**config.mk**
```make
export PLATFORM = sky130hd
export DESIGN_NAME = led_sink_off_timer
export DESIGN_NICKNAME = d
export VERILOG_FILES = /design/src/rtl/off_timer_pkg.sv /design/src/rtl/led_sink_off_timer.sv
export SDC_FILE = /design/constraint.sdc
export NUM_CORES = 1
export LEC_CHECK = 0
export BUFFER_PORTS_ARGS = -buffer_cell sky130_fd_sc_hd__buf_4
export CELL_PAD_IN_SITES_DETAIL_PLACEMENT = 1
export CELL_PAD_IN_SITES_GLOBAL_PLACEMENT = 1
export CORE_MARGIN = 8
export CORE_UTILIZATION = 35
export DETAILED_ROUTE_END_ITERATION = 10
export GPL_TIMING_DRIVEN = 0
export PLACE_DENSITY_LB_ADDON = 0.1
export SLEW_MARGIN = 20
export SYNTH_ARGS = -nofsm -noshare
export SYNTH_HDL_FRONTEND = slang
export SYNTH_SLANG_ARGS = --single-unit
```
**constraint.sdc**
```tcl
create_clock -name mclk -period 4.6 [get_ports mclk]
set_clock_uncertainty 0.1 [all_clocks]
set_input_delay 0.92 -clock mclk [delete_from_list [all_inputs] [get_ports mclk]]
set_output_delay 0.92 -clock mclk [all_outputs]
set_load 0.03 [all_outputs]
```
**src/rtl/off_timer_pkg.sv**
```systemverilog
// package: register map, field layout, timing constants and types of the sink off timers
// Operation
// - zero code keeps sink lit while enabled
// - timed code darkens sink, then relights
// - code 1 is 0 s, +0.1 s per step
// - all-ones code holds sink dark until the sink is disabled
// - three 8-bit registers, field [6:0], bit7 reserved
// - zero on time: ramp down right after ramp up
package off_timer_pkg;
	localparam int ADDR_W = 6;
	localparam int DATA_W = 8;
	localparam int NUM_SINKS = 3;
	// register offsets (sink 6 offset not printed; it sits just below sink 7)
	localparam logic [5:0] SINK6_OFF_TIME_ADDR = 6'h1e;
	localparam logic [5:0] SINK7_OFF_TIME_ADDR = 6'h1f;
	localparam logic [5:0] SINK8_OFF_TIME_ADDR = 6'h20;
	localparam logic [5:0] SINK_CTRL_ADDR = 6'h23;
	localparam logic [5:0] LIT_TIME_ADDR = 6'h24;
	localparam logic [5:0] FADE_TIME_ADDR = 6'h25;
	localparam logic [5:0] SINK_STATUS_ADDR = 6'h26;
	// field layout
	localparam int OFF_FIELD_MSB = 6;
	localparam int OFF_FIELD_W = 7;
	// reset values
	localparam logic [6:0] OFF_TIME_RST = 7'h00;
	localparam logic [7:0] CTRL_RST = 8'h00;
	localparam logic [7:0] LIT_TIME_RST = 8'h00;
	localparam logic [7:0] FADE_TIME_RST = 8'h00;
	// special codes
	localparam logic [6:0] OFF_DISABLED = 7'h00;
	localparam logic [6:0] OFF_HOLD_DARK = 7'h7f;
	// timing: one off-time step is 0.1 s = 100 ms; on and fade steps 50 ms
	localparam int CLK_MHZ = 125;
	localparam int OFF_STEP_MS = 100;
	localparam int PHASE_STEP_MS = 50;
	localparam int OFF_STEP_CYC = OFF_STEP_MS * 1000 * CLK_MHZ;
	localparam int PHASE_STEP_CYC = PHASE_STEP_MS * 1000 * CLK_MHZ;
	// per-sink phase
	typedef enum logic [1:0] {
		PH_FADE_IN = 2'b00,
		PH_LIT = 2'b01,
		PH_FADE_OUT = 2'b11,
		PH_DARK = 2'b10
	} sink_phase_t;
	// register bus request
	typedef struct packed {
		logic [ADDR_W-1:0] addr;
		logic [DATA_W-1:0] wdata;
		logic wr;
		logic rd;
	} reg_req_t;
endpackage

```
**src/rtl/led_sink_off_timer.sv**
```systemverilog
// module: off-time sequencer and register file for independent sinks 6, 7 and 8
`timescale 1ns/1ps
`default_nettype none
module led_sink_off_timer #(
	parameter int OFF_STEP = off_timer_pkg::OFF_STEP_CYC,
	parameter int PHASE_STEP = off_timer_pkg::PHASE_STEP_CYC
) (
	// clock and reset
	input wire logic mclk,
	input wire logic rstn,
	// register port
	input wire off_timer_pkg::reg_req_t regReq,
	output logic [off_timer_pkg::DATA_W-1:0] regRdata,
	// sink drive: sinkLit high while sink is lit or ramping, sinkDark high while it is dark
	output logic [off_timer_pkg::NUM_SINKS-1:0] sinkLit,
	output logic [off_timer_pkg::NUM_SINKS-1:0] sinkDark
);
	import off_timer_pkg::*;

	// off-time field per sink
	logic [6:0] offTime_r [NUM_SINKS];
	// bit i enables sink 6+i
	logic [7:0] ctrl_r;
	// lit time steps (50 ms each)
	logic [7:0] litTime_r;
	// [7:4] fade-out steps, [3:0] fade-in steps
	logic [7:0] fadeTime_r;
	sink_phase_t phase_r [NUM_SINKS];
	logic [31:0] cycCnt_r [NUM_SINKS];
	logic [7:0] stepCnt_r [NUM_SINKS];
	logic [NUM_SINKS-1:0] held_r;
	logic [DATA_W-1:0] rdNxt;

	// steps a phase lasts; off code 1 means zero steps, each code above adds one
	function automatic logic [7:0] phaseSteps(input sink_phase_t ph, input logic [6:0] offCode,
		input logic [7:0] lit, input logic [7:0] fade);
		case (ph)
			PH_FADE_IN: phaseSteps = {4'h0, fade[3:0]};
			PH_LIT: phaseSteps = lit;
			PH_FADE_OUT: phaseSteps = {4'h0, fade[7:4]};
			default: phaseSteps = {1'b0, offCode - 7'd1};
		endcase
	endfunction

	// step length in clocks for a phase
	function automatic logic [31:0] stepLen(input sink_phase_t ph);
		stepLen = (ph == PH_DARK) ? 32'(OFF_STEP) : 32'(PHASE_STEP);
	endfunction

	// register writes; bit 7 of off timers is reserved and dropped
	always_ff @(posedge mclk or negedge rstn)
	begin
		if (!rstn)
		begin
			for (int i = 0; i < NUM_SINKS; i++)
				offTime_r[i] <= OFF_TIME_RST;
			ctrl_r <= CTRL_RST;
			litTime_r <= LIT_TIME_RST;
			fadeTime_r <= FADE_TIME_RST;
		end
		else if (regReq.wr)
		begin
			unique case (regReq.addr)
				SINK6_OFF_TIME_ADDR: offTime_r[0] <= regReq.wdata[OFF_FIELD_MSB:0];
				SINK7_OFF_TIME_ADDR: offTime_r[1] <= regReq.wdata[OFF_FIELD_MSB:0];
				SINK8_OFF_TIME_ADDR: offTime_r[2] <= regReq.wdata[OFF_FIELD_MSB:0];
				SINK_CTRL_ADDR: ctrl_r <= regReq.wdata;
				LIT_TIME_ADDR: litTime_r <= regReq.wdata;
				FADE_TIME_ADDR: fadeTime_r <= regReq.wdata;
				default: ; // unmapped writes are ignored
			endcase
		end
	end

	// read mux; reserved bits and unmapped addresses read zero
	always_comb
	begin
		rdNxt = '0;
		unique case (regReq.addr)
			SINK6_OFF_TIME_ADDR: rdNxt = {1'b0, offTime_r[0]};
			SINK7_OFF_TIME_ADDR: rdNxt = {1'b0, offTime_r[1]};
			SINK8_OFF_TIME_ADDR: rdNxt = {1'b0, offTime_r[2]};
			SINK_CTRL_ADDR: rdNxt = ctrl_r;
			LIT_TIME_ADDR: rdNxt = litTime_r;
			FADE_TIME_ADDR: rdNxt = fadeTime_r;
			SINK_STATUS_ADDR: rdNxt = {2'b00, held_r, sinkLit};
			default: rdNxt = '0;
		endcase
	end

	// read data registered, stands one cycle after the strobe only
	always_ff @(posedge mclk or negedge rstn)
	begin
		if (!rstn)
			regRdata <= '0;
		else if (regReq.rd)
			regRdata <= rdNxt;
		else
			regRdata <= '0;
	end

	// per-sink phase sequencer
	always_ff @(posedge mclk or negedge rstn)
	begin
		if (!rstn)
		begin
			for (int i = 0; i < NUM_SINKS; i++)
			begin
				phase_r[i] <= PH_FADE_IN;
				cycCnt_r[i] <= '0;
				stepCnt_r[i] <= '0;
				held_r[i] <= 1'b0;
			end
		end
		else
		begin
			for (int i = 0; i < NUM_SINKS; i++)
			begin
				if (!ctrl_r[i])
				begin
					// disabled sink restarts from fade-in next time
					phase_r[i] <= PH_FADE_IN;
					cycCnt_r[i] <= '0;
					stepCnt_r[i] <= '0;
					held_r[i] <= 1'b0;
				end
				else if (held_r[i])
				begin
					// stays dark until disabled; rewriting the code does not relight
					held_r[i] <= 1'b1;
				end
				else if (offTime_r[i] == OFF_DISABLED)
				begin
					// no off phase: park in lit phase
					phase_r[i] <= PH_LIT;
					cycCnt_r[i] <= '0;
					stepCnt_r[i] <= '0;
				end
				else if (phase_r[i] == PH_DARK && offTime_r[i] == OFF_HOLD_DARK)
					held_r[i] <= 1'b1;
				else if (stepCnt_r[i] >= phaseSteps(phase_r[i], offTime_r[i], litTime_r, fadeTime_r))
				begin
					// phase done: advance; zero-length phases pass in one cycle
					cycCnt_r[i] <= '0;
					stepCnt_r[i] <= '0;
					unique case (phase_r[i])
						PH_FADE_IN: phase_r[i] <= PH_LIT;
						PH_LIT: phase_r[i] <= PH_FADE_OUT;
						PH_FADE_OUT: phase_r[i] <= PH_DARK;
						PH_DARK: phase_r[i] <= PH_FADE_IN;
					endcase
				end
				else if (cycCnt_r[i] == stepLen(phase_r[i]) - 32'd1)
				begin
					cycCnt_r[i] <= '0;
					stepCnt_r[i] <= stepCnt_r[i] + 8'd1;
				end
				else
					cycCnt_r[i] <= cycCnt_r[i] + 32'd1;
			end
		end
	end

	// sink outputs from flops; ramps count as lit
	always_ff @(posedge mclk or negedge rstn)
	begin
		if (!rstn)
		begin
			sinkLit <= '0;
			sinkDark <= '0;
		end
		else
		begin
			for (int i = 0; i < NUM_SINKS; i++)
			begin
				sinkLit[i] <= ctrl_r[i] && !held_r[i] && (phase_r[i] != PH_DARK || offTime_r[i] == OFF_DISABLED);
				sinkDark[i] <= ctrl_r[i] && (held_r[i] || (phase_r[i] == PH_DARK && offTime_r[i] != OFF_DISABLED));
			end
		end
	end
endmodule
`default_nettype wire

```
==> summary.md, run 1 <==
| Metric | Value |
|---|---|
| Max_cap viols | 0 |
| Syn Nets | 1230 |
| Initial Util | 35.42% |
| CP cell instances | inv_1 -> ha_1 -> or3b_2 -> nor3_1 -> xor2_1 -> a22oi_1 -> ha_1 -> nand4_1 -> o31ai_1 -> or3_1 -> buf_2 -> nand2_1 -> mux2_2 |
| Crit path launch | offTime_r[14] |
| Num ports | 32 |
| Fin util | 39.79% |
| Final Cycle Share | 92.75% |
| Drt initial violations | 451 |
| Worst setup path endpoint | stepCnt_r[16] |
| Worst-Margin Slew | 1096 ps |
| Via/cell ratio | 5.712 |
| Yosys cell types | 71 |
| CP max FO | 10 |
| Detailed placer's ending HPWL | 24200 um |
| Multi-input gate area | 6105 um^2 |
| Mapped Cells | 1176 |
| Gr ovfl total | 0 |
| Maximum vdd drop | 274.1 uV |
| Total die area | 37820 um^2 |
| Total negative setup slack | 0 ps |
| XOR/XNOR Fraction of Synth Area | 3.535% |
| Largest family of logic cells by synthesized area | simple AND/OR/NAND/NOR gates |
| Worst Hold Class | in -> async |
| CTS tree | built |
| DRC violations left | 0 |
| H-tree Lvls | 4 |
| Final Critical Period | 4267 ps |
| Yosys warnings | 0 |
| DR vias | 9362 |
| Syn_area_per_cell | 9.481 um^2 |
| Flop2flop setup slack | 330 ps |
| CORE AREA | 31470 um^2 |
| Number of global-route vias before repair | 9898 |
| Crit Reg-Reg Endpoint | stepCnt_r[16] |
| Synth Area in Adders | 4.130% |
| Setup bufs post-CTS | 0 |
| Worst flop-to-flop path startpoint | offTime_r[14] |
| Antenna diodes | 0 |
| Max-slew headroom | 26.31% |
| Worst r2r path cells | 13 |
| Sequential area share after synthesis | 42.20% |
| CTS-repair resized insts | 0 |
| Leakage | 0.005387 uW |
| Port Buf Inserts | 27 |
| Crit Path Class | reg -> reg |
| Final Cell Area | 12520 um^2 |
| Placed cell area | 11920 um^2 |
| Critical Path AT | 4510 ps |
| Wire length per cell | 20.39 um |
| Startpoint Class | register |
| Clock Sinks | 188 |
| Final Slew Violations | 0 |
| FFs w/ async S/R, synth | 100.0% |
| Largest net degree at the start of global routing | 93 |
| Power density cells | 319.7 nW/um^2 |
| Reg area | 4705 um^2 |
| GRT Overall Usage | 18.11% |
| Layout Nets | 1278 |
| Status | finished, final reports clean |
| RSZ-0062 raised after global routing | no |
| Layout Area Growth over Synthesis | 12.32% |
| Most frequent CP cell | ha_1 |
| DIE HEIGHT | 194.5 um |
| Commonest register cell after synthesis | dfrtp_1 |
| Crit-path slowest cell | o31ai_1 |
| Worst-Skew Late Latency | 460 ps |
| Hold Slack | 242.8 ps |
| Synth Area in Compound Gates | 14.85% |
| Row Count | 65 |
| Post-synthesis simple-gate area fraction | 24.35% |
| Hold Buf Count CTS | 0 |
| Worst setup EP type | register |
| Share of cells above drive strength 1 | 12.13% |
| Post-DRT Antenna Nets | 0 |
| Clock transition at path regs | 80 ps |
| Fill count | 3615 |
| Initial antenna violation count | 0 |
| Post-synthesis mux area share | 7.878% |
| Total CTS buffers | 17 |
| Post-synth EDFFs | 0 |
| F_max | 234.4 MHz |
| DRT Wirelength | 33420 um |
| CP peak stage delay | 910 ps |
| Flops & latches, synth | 188 |
| Drt pass-1 iters | 5 |
| Clock root buffer | clkbuf_16 |
| Cell Area, Synth | 11150 um^2 |
| First-pass GRT wire length | 55420 um |
| Die width | 194.5 um |
| Hold Violations, Final | 0 |
| Clock Tree Buf Depth | 2 |
| GP Congestion | 0.8321 |
| Setup violations, final | 0 |
| Worst EP required | 4840 ps |
==> kinds of logic (layout without fill, tap and decap cells) <==
group	count (synthesis)	in the layout
buf+inv	87	148
fa+ha+maj	37	37
compound gates	233	233
flops	188	188
xor+xnor	45	45
simple gates	519	519
mux	67	67
==> synthesized netlist by cell type, drive strengths merged (14+ instances only) <==
master  number  area share, %
dfrtp      188             42
nand2      111            3.7
nor2       103            3.5
nand3       65            2.9
o21ai       53            2.4
mux2        46            4.6
a21oi       45            2.0
nand4       45            2.5
inv         39            1.3
xor2        37            2.9
ha          36            4.0
and3        34            1.9
clkbuf      32            1.1
nor3        31            1.4
a22o        28            2.2
or3         17           0.95
and2        16           0.90
a21o        15            1.0
nor2b       15           0.84
nor4        15           0.90
buf         14           0.61
==> report_power, final <==
part / switching [uW] / total, uW / internal (uW) / leakage, uW
clock network: 701 / 1550 / 849 / 0.000293
registers: 115 / 1830 / 1720 / 0.00259
logic: 365 / 620 / 255 / 0.00250
total: 1180 / 4000 / 2820 / 0.00539
==> per-stage QoR <==
step           total power [uW]  setup slack (ps)  std cells
6_report                   4004             333.3       1639
5_1_grt                    4196             64.68       1639
4_1_cts                    4064             331.6       1639
3_5_place_dp               2492             377.7       1607
3_3_place_gp               2471             323.2       1605
2_1_floorplan              2239              1134       1176
==> worst min path at each step <==
| stage | from | end | slack, ps | depth (start not counted) |
|---|---|---|---|---|
| after global routing | rstn | regRdata[1] | 250 | 1 |
| after detailed placement | ctrl_r[6] | ctrl_r[6] | 390 | 1 |
| after CTS | rstn | regRdata[3] | 240 | 1 |
| after floorplan | stepCnt_r[7] | stepCnt_r[7] | 360 | 1 |
| final | rstn | regRdata[7] | 240 | 1 |
| after global placement | ctrl_r[6] | ctrl_r[6] | 390 | 1 |
==> registers in the layout (all words and copies together) (netlist names) <==
register	flops
cycCnt_r	96
stepCnt_r	24
offTime_r	21
ctrl_r	8
fadeTime_r	8
litTime_r	8
regRdata	8
phase_r	6
held_r	3
sinkDark	3
sinkLit	3
==> area by class of cell <==
class                           count  share of cell area, %
Multi-Input combinational cell    901                  48.75
Sequential cell                   188                  37.57
Tap cell                          402                  4.016
Clock buffer                       20                  3.727
Timing Repair Buffer               29                  2.118
Buffer                             46                  1.499
Inverter                           41                  1.229
Clock inverter                     12                  1.099
==> placed cells by master (no fill, tap or decap), types with 8 or more instances in the layout <==
master	Yosys	layout
a21o_1	15	15
a21oi_1	45	45
a22o_1	28	28
a22oi_1	9	9
a31oi_1	10	10
and2_1	16	16
and3_1	34	34
and4_1	8	8
buf_2	12	12
buf_4	0	26
clkbuf_1	32	32
clkbuf_16	0	17
dfrtp_1	188	188
ha_1	36	36
inv_1	39	39
mux2_2	46	46
mux2i_1	9	9
mux4_2	12	12
nand2_1	111	111
nand2b_1	9	9
nand3_1	65	65
nand4_1	45	45
nor2_1	103	103
nor2b_1	15	15
nor3_1	31	31
nor4_1	14	14
o21ai_0	53	53
o311ai_0	8	8
or3_1	17	17
or4_1	10	10
xnor2_1	8	8
xor2_1	37	37
==> critical path, delay by kind of cell, from the launching register on <==
| family | cells | cell delay, ps |
|---|---|---|
| AOI/OAI and AO/OA | 2 | 990 |
| xor gates and xnor gates | 1 | 180 |
| adders and majority gates | 2 | 490 |
| buffers and inverters | 2 | 380 |
| DFF | 1 | 440 |
| muxes | 1 | 290 |
| and+or+nand+nor | 5 | 1250 |
==> per-layer routing <==
layer	up-vias	wire (um)	track usage [%]	part of all wire (%)
met3	28	881	3.213	2.6
met1	4760	16280	24.52	49
met5	-	0	0	0
met2	112	15840	29.78	47
li1	4462	-	-	-
met4	0	421	4.102	1.3
Note: power is estimated with default switching activity, not from simulation.
==> inputs of run 2 (changes only) <==
- CORE_UTILIZATION: 35 -> 50
==> summary.md, run 2 (synthesized netlist as in run 1, its figures left out) <==
| Metric | Value |
|---|---|
| Crit-path slowest cell | or3b_2 (was o31ai_1) |
| Multi-input gate area | 6108 um^2 (was 6105 um^2) |
| Commonest cells after routing, fill and taps aside | dfrtp_1, nand2_1, nor2_1 (unchanged) |
| CORE AREA | 21890 um^2 (was 31470 um^2) |
| CP max FO | 10 (unchanged) |
| CP cell instances | inv_1 -> ha_1 -> or3b_2 -> nor3_1 -> xor2_1 -> a22oi_1 -> ha_1 -> o21ai_0 -> nor2_1 -> or3_1 -> nor2_1 -> buf_2 -> a22o_1 (was inv_1 -> ha_1 -> or3b_2 -> nor3_1 -> xor2_1 -> a22oi_1 -> ha_1 -> nand4_1 -> o31ai_1 -> or3_1 -> buf_2 -> nand2_1 -> mux2_2) |
| Layout Area Growth over Synthesis | 10.47% (was 12.32%) |
| Net Switching | 1190 uW (was 1181 uW) |
| Max FFs per register | 96 (unchanged) |
| Critical Path AT | 4410 ps (was 4510 ps) |
| Drt pass-1 iters | 7 (was 5) |
| Total negative setup slack | 0 ps (unchanged) |
| Met3 Wirelength | 1423 um (was 881 um) |
| Final Slew Violations | 0 (unchanged) |
| Setup violations, final | 0 (unchanged) |
| WL met1 | 14630 um (was 16280 um) |
| Startpoint Class | register (unchanged) |
| Largest net degree at the start of global routing | 81 (was 93) |
| Crit path launch | offTime_r[14] (unchanged) |
| Sequential group share of total power | 47.1% (was 45.8%) |
| Antenna diodes | 0 (unchanged) |
| Worst-Margin Slew | 859.2 ps (was 1096 ps) |
| Max-slew headroom | 41.24% (was 26.31%) |
| Initial antenna violation count | 0 (unchanged) |
| CTS tree | built (unchanged) |
| Via/cell ratio | 6.429 (was 5.712) |
| First-pass GRT wire length | 54700 um (was 55420 um) |
| DR vias | 9753 (was 9362) |
| Non-Filler Instances | 1517 (was 1639) |
| Fill count | 2497 (was 3615) |
| CP peak stage delay | 510 ps (was 910 ps) |
| Share of cells above drive strength 1 | 12.05% (was 12.13%) |
| Met2 WL | 16190 um (was 15840 um) |
| Clock root buffer | clkbuf_16 (unchanged) |
| Highest routed layer | met4 (unchanged) |
| Hold Violations, Final | 0 (unchanged) |
| Gr ovfl total | 0 (unchanged) |
| Total die area | 27330 um^2 (was 37820 um^2) |
| Status | finished, final reports clean (unchanged) |
| Detailed placer's ending HPWL | 23490 um (was 24200 um) |
| DRC violations left | 0 (unchanged) |
| Power density cells | 316.4 nW/um^2 (was 319.7 nW/um^2) |
| Drt initial violations | 613 (was 451) |
| Leakage | 0.005362 uW (was 0.005387 uW) |
| Number of global-route vias before repair | 10212 (was 9898) |
| Num ports | 32 (unchanged) |
| F_max | 241.5 MHz (was 234.4 MHz) |
| Crit path max-delay family | simple AND/OR/NAND/NOR gates (unchanged) |
| Worst setup EP type | register (unchanged) |
| H-tree Lvls | 4 (unchanged) |
| RSZ-0062 raised after global routing | no (unchanged) |
| Buf/Inv on CP | 2 (unchanged) |
| Cell total after placement | 1485 (was 1607) |
| Final Critical Period | 4140 ps (was 4267 ps) |
| Layout Nets | 1278 (unchanged) |
| Worst Hold Class | in -> async (unchanged) |
| Port Buf Inserts | 27 (unchanged) |
| Die width | 165.3 um (was 194.5 um) |
| Clock Tree Buf Depth | 2 (unchanged) |
| Maximum vdd drop | 233.0 uV (was 274.1 uV) |
| Post-DRT Antenna Nets | 0 (unchanged) |
| Worst flop-to-flop path startpoint | offTime_r[14] (unchanged) |
| Worst EP required | 4870 ps (was 4840 ps) |
| Max_cap viols | 0 (unchanged) |
| Biggest regs | cycCnt_r (96), stepCnt_r (24), offTime_r (21) (unchanged) |
| Clock power share | 36.7% (was 38.7%) |
| Clock transition at path regs | 80 ps (about the same) |
| Setup bufs post-CTS | 0 (unchanged) |
| GRT Overall Usage | 25.07% (was 18.11%) |
| Int Power | 2706 uW (was 2822 uW) |
| Fin util | 56.26% (was 39.79%) |
| Total CTS buffers | 17 (unchanged) |
| Commonest non-fill, non-tap cell in the layout | dfrtp_1 (unchanged) |
| Wire length per cell | 21.69 um (was 20.39 um) |
| Hold Buf Count CTS | 0 (unchanged) |
| Crit Path Class | reg -> reg (unchanged) |
| DIE HEIGHT | 165.3 um (was 194.5 um) |
| Row Count | 54 (was 65) |
| Switching part of the total | 30.55% (was 29.50%) |
| Worst-Skew Late Latency | 440 ps (was 460 ps) |
| Final Cycle Share | 90.01% (was 92.75%) |
| CTS-repair resized insts | 0 (unchanged) |
| Initial Util | 50.93% (was 35.42%) |
| PnR worst setup slack | 459.7 ps (was 333.3 ps) |
| Biggest register | cycCnt_r (unchanged) |
| Clock Sinks | 188 (unchanged) |
| Reg area | 4705 um^2 (unchanged) |
| Logic pwr share | 16.2% (was 15.5%) |
| DRT Wirelength | 32900 um (was 33420 um) |
| GP Congestion | 0.8532 (was 0.8321) |
| Setup WS pre-CTS | 306.4 ps (was 377.7 ps) |
| Total power | 3897 uW (was 4004 uW) |
==> run 2: cell types whose count changed in the layout (fill, tap and decap cells not counted), sizes merged <==
cell      delta
bufinv       -2
inv          +2
clkbuf       +1
clkinvlp     -1
==> run 2: worst reg2reg max path: stages (launching register included) <==
cell	delay, ps
dfrtp_1	430
inv_1	120
ha_1	210
or3b_2	510
nor3_1	290
xor2_1	190
a22oi_1	90
ha_1	310
o21ai_0	190
nor2_1	180
or3_1	460
nor2_1	490
buf_2	340
a22o_1	180
==> run 2: metal layers <==
metal  track usage [%]  up-vias
li1                  -     4475
met1             32.79     5008
met2             42.54      219
met3             3.347       51
met4             7.752        0
met5                 0        -
==> run 2: cell type report <==
class	count	area share, %
multi-input combinational	901	49.59
sequential	188	38.20
clock buffer	21	3.738
tap	280	2.844
timing repair buffer	29	2.154
buffer	46	1.524
inverter	41	1.249
clock inverter	11	0.7009
==> run 2: final timing paths <==
kind / endpoint / slack, ps / cells past startpoint
max: cycCnt_r[86] / 460 / 13
min: ctrl_r[5] / 260 / 1
max reg2reg: cycCnt_r[86] / 460 / 13
min reg2reg: stepCnt_r[7] / 410 / 1
max in group asynchronous: cycCnt_r[74] / 3060 / 3
min in group mclk: stepCnt_r[7] / 410 / 1
==> run 2: per-stage QoR <==
| stage | instance area (um^2) | hold WS [ps] |
|---|---|---|
| global route | 12320 | 275.8 |
| floorplan | 11150 | 356.9 |
| CTS | 12310 | 262.2 |
| finish | 12320 | 259.5 |
| global placement | 11700 | 389.2 |
| detailed placement | 11770 | 404.7 |
==> run 2: power groups by stage <==
stage	Combinational, uW	Sequential (uW)	Clock [uW]
after floorplan	426	1810	0
after global routing	697	1840	1500
after global placement	589	1860	0
after CTS	635	1830	1450
after detailed placement	627	1860	0
final	633	1840	1430
==> inputs of run 3 (changes only) <==
- ABC_AREA: default -> 1
- CORE_UTILIZATION: 50 -> 46
==> summary.md, run 3 <==
| Metric | Value |
|---|---|
| Top cell type's share of synthesized area | 38.95% (was 42.20%) |
| Hold Buf Count CTS | 0 (unchanged) |
| Status | finished, final reports clean (unchanged) |
| Sequential area share after synthesis | 38.95% (was 42.20%) |
| Clock Tree Buf Depth | 2 (unchanged) |
| Commonest cells after routing, fill and taps aside | nand2_1, nor2_1, inv_1 (was dfrtp_1, nand2_1, nor2_1) |
| Detailed placer's ending HPWL | 29760 um (was 23490 um) |
| Flops & latches, synth | 188 (unchanged) |
| Port Buf Inserts | 31 (was 27) |
| Biggest register | cycCnt_r (unchanged) |
| Initial antenna violation count | 1 (was 0) |
| Final Critical Period | 3855 ps (was 4140 ps) |
| Yosys warnings | 0 (unchanged) |
| Final Slew Violations | 0 (unchanged) |
| Commonest non-fill, non-tap cell in the layout | nand2_1 (was dfrtp_1) |
| Crit path max-delay family | simple AND/OR/NAND/NOR gates (unchanged) |
| Crit-path slowest cell | nand2_1 (was or3b_2) |
| Share of cells above drive strength 1 | 5.580% (was 12.05%) |
| Worst-Skew Late Latency | 450 ps (was 440 ps) |
| First-pass GRT wire length | 65580 um (was 54700 um) |
| Biggest regs | cycCnt_r (96), stepCnt_r (24), offTime_r (21) (unchanged) |
| Met1 Resource Use GR | 31.55% (was 32.79%) |
| Most frequent CP cell | nand2_1 |
| Met2 Track Usage GR | 45.33% (was 42.54%) |
| Final Cell Area | 13420 um^2 (was 12320 um^2) |
| Total CTS buffers | 17 (unchanged) |
| Area contributors post-synth | dfrtp_1, nand2_1, nor2_1 (was dfrtp_1, mux2_2, ha_1) |
| F_max | 259.4 MHz (was 241.5 MHz) |
| Layout Area Growth over Synthesis | 11.11% (was 10.47%) |
| Clock root buffer | clkbuf_16 (unchanged) |
| Gr busiest metal | met2 (unchanged) |
| Synth cell count leaders | nand2_1, nor2_1, inv_1 (was dfrtp_1, nand2_1, nor2_1) |
| Multi-input gate area | 6399 um^2 (was 6108 um^2) |
| FFs w/ async S/R, synth | 100.0% (unchanged) |
| Non-Filler Instances | 2181 (was 1517) |
| CTS-repair resized insts | 0 (unchanged) |
| CP cell instances | inv_1 -> ha_1 -> nand4_1 -> clkbuf_1 -> a21oi_1 -> a21oi_1 -> ha_1 -> nand2_1 -> a21oi_1 -> nor2_1 -> nand3_1 -> nor2_1 -> nand3_1 -> nand2_1 -> nand2_1 -> nand2_1 (was inv_1 -> ha_1 -> or3b_2 -> nor3_1 -> xor2_1 -> a22oi_1 -> ha_1 -> o21ai_0 -> nor2_1 -> or3_1 -> nor2_1 -> buf_2 -> a22o_1) |
| Num ports | 32 (unchanged) |
| Fill count | 3445 (was 2497) |
| Crit Path Class | reg -> reg (unchanged) |
| DRC violations left | 0 (unchanged) |
| Critical Path AT | 4140 ps (was 4410 ps) |
| Layout Nets | 1887 (was 1278) |
| H-tree Lvls | 4 (unchanged) |
| CORE AREA | 25910 um^2 (was 21890 um^2) |
| Gr ovfl total | 0 (unchanged) |
| Worst setup EP type | register (unchanged) |
| CTS tree | built (unchanged) |
| Post-synthesis simple-gate area fraction | 36.88% (was 24.35%) |
| Cell total after placement | 2149 (was 1485) |
| Row Count | 59 (was 54) |
| Worst-Margin Slew | 671.3 ps (was 859.2 ps) |
| Buf/Inv on CP | 2 (unchanged) |
| DR vias | 12062 (was 9753) |
| Synth Area in Compound Gates | 8.815% (was 14.85%) |
| Largest net degree at the start of global routing | 93 (was 81) |
| Cell Area, Synth | 12080 um^2 (was 11150 um^2) |
| Post-DRT Antenna Nets | 0 (unchanged) |
| Top-count cell post-synth | nand2_1 (was dfrtp_1) |
| Largest family of logic cells by synthesized area | simple AND/OR/NAND/NOR gates (unchanged) |
| Commonest register cell after synthesis | dfrtp_1 (unchanged) |
| Antenna diodes | 0 (unchanged) |
| Worst EP required | 4890 ps (was 4870 ps) |
| GRT Overall Usage | 25.86% (was 25.07%) |
| Max_cap viols | 0 (unchanged) |
| Initial Util | 46.62% (was 50.93%) |
| Total die area | 31700 um^2 (was 27330 um^2) |
| Yosys cell types | 39 (was 71) |
| Maximum vdd drop | 217.1 uV (was 233.0 uV) |
| Synth Area in Adders | 3.729% (was 4.130%) |
| Drt initial violations | 720 (was 613) |
| Max-slew headroom | 55.25% (was 41.24%) |
| Wire length per cell | 18.25 um (was 21.69 um) |
| XOR/XNOR Fraction of Synth Area | 3.553% (was 3.535%) |
| RSZ-0062 raised after global routing | no (unchanged) |
| Drt pass-1 iters | 5 (was 7) |
| Hold Violations, Final | 0 (unchanged) |
| DIE HEIGHT | 178.0 um (was 165.3 um) |
| Mapped Cells | 1781 (was 1176) |
| Via/cell ratio | 5.530 (was 6.429) |
| Max FFs per register | 96 (unchanged) |
| Post-synth EDFFs | 0 (unchanged) |
| Met3 Usage GRT | 3.620% (was 3.347%) |
| Die width | 178.0 um (was 165.3 um) |
| Final Cycle Share | 83.79% (was 90.01%) |
| Clock Sinks | 188 (unchanged) |
| CP max FO | 10 (unchanged) |
| Power density cells | 306.9 nW/um^2 (was 316.4 nW/um^2) |
| DRT Wirelength | 39810 um (was 32900 um) |
| Syn Nets | 1835 (was 1230) |
| Placed cell area | 12790 um^2 (was 11770 um^2) |
| Post-synthesis mux area share | 0% (was 7.878%) |
| Leakage | 0.006295 uW (was 0.005362 uW) |
| Worst Hold Class | in -> async (unchanged) |
| Cell taking the most area after synthesis | dfrtp_1 (unchanged) |
| CP peak stage delay | 510 ps (about the same) |
| Reg area | 4705 um^2 (unchanged) |
| Clock transition at path regs | 80 ps (about the same) |
| Flop2flop setup slack | 750 ps (was 460 ps) |
| Syn_area_per_cell | 6.782 um^2 (was 9.481 um^2) |
| Total negative setup slack | 0 ps (unchanged) |
| Startpoint Class | register (unchanged) |
| Setup violations, final | 0 (unchanged) |
| Setup bufs post-CTS | 0 (unchanged) |
| GP Congestion | 0.9379 (was 0.8532) |
| Number of global-route vias before repair | 12769 (was 10212) |
-- run 3: cell count changes after synthesis, sizes merged, moves of 31 or more --
cell and delta:
o21ai +47, nand4 +31, and3 -33, inv +168, mux2 -46, nand3 +37, nor2 +179, nand2 +427
-- run 3: area by class of cell --
| class | instances | area share, % |
|---|---|---|
| buffer | 40 | 1.426 |
| sequential | 188 | 35.05 |
| clock buffer | 19 | 3.375 |
| inverter | 209 | 5.845 |
| clock inverter | 13 | 1.305 |
| tap | 335 | 3.123 |
| multi-input combinational | 1344 | 47.67 |
| timing repair buffer | 33 | 2.200 |
-- run 3: logic make-up after synthesis --
group / count (synthesis)
xor gates and xnor gates: 49
and+or+nand+nor: 1059
adders and majority gates: 36
buffers and inverters: 249
DFF: 188
AOI/OAI and AO/OA: 200
-- run 3: stage by stage --
stage	hold WS, ps	utilization [%]	setup WS, ps	power (uW)
floorplan	353.0	-	1834	2231
global placement	366.6	49.13	836.6	2472
global route	147.0	51.80	456.6	4292
finish	157.3	51.80	745.5	4120
detailed placement	384.1	49.37	807.7	2512
CTS	152.1	51.80	765.7	4136
-- run 3: routing by layer --
| layer | wire (um) | vias up |
|---|---|---|
| met2 | 19510 | 229 |
| met4 | 1328 | 2 |
| met1 | 17590 | 5918 |
| met5 | 11 | - |
| li1 | - | 5831 |
| met3 | 1372 | 82 |
-- run 3: power by group --
part	internal (uW)	switching [uW]	total (uW)
Combinational	198	479	677
Sequential	1720	99.1	1820
Clock	900	726	1630
Total	2820	1300	4120
-- run 3: worst paths after layout --
path | start | to | cells after the start
setup / recovery | offTime_r[0] | stepCnt_r[6] | 16
max in group asynchronous | rstn | cycCnt_r[77] | 2
hold reg to reg | offTime_r[9] | offTime_r[9] | 2
setup reg to reg | offTime_r[0] | stepCnt_r[6] | 16
hold / removal | rstn | cycCnt_r[24] | 1
min in group mclk | offTime_r[9] | offTime_r[9] | 2
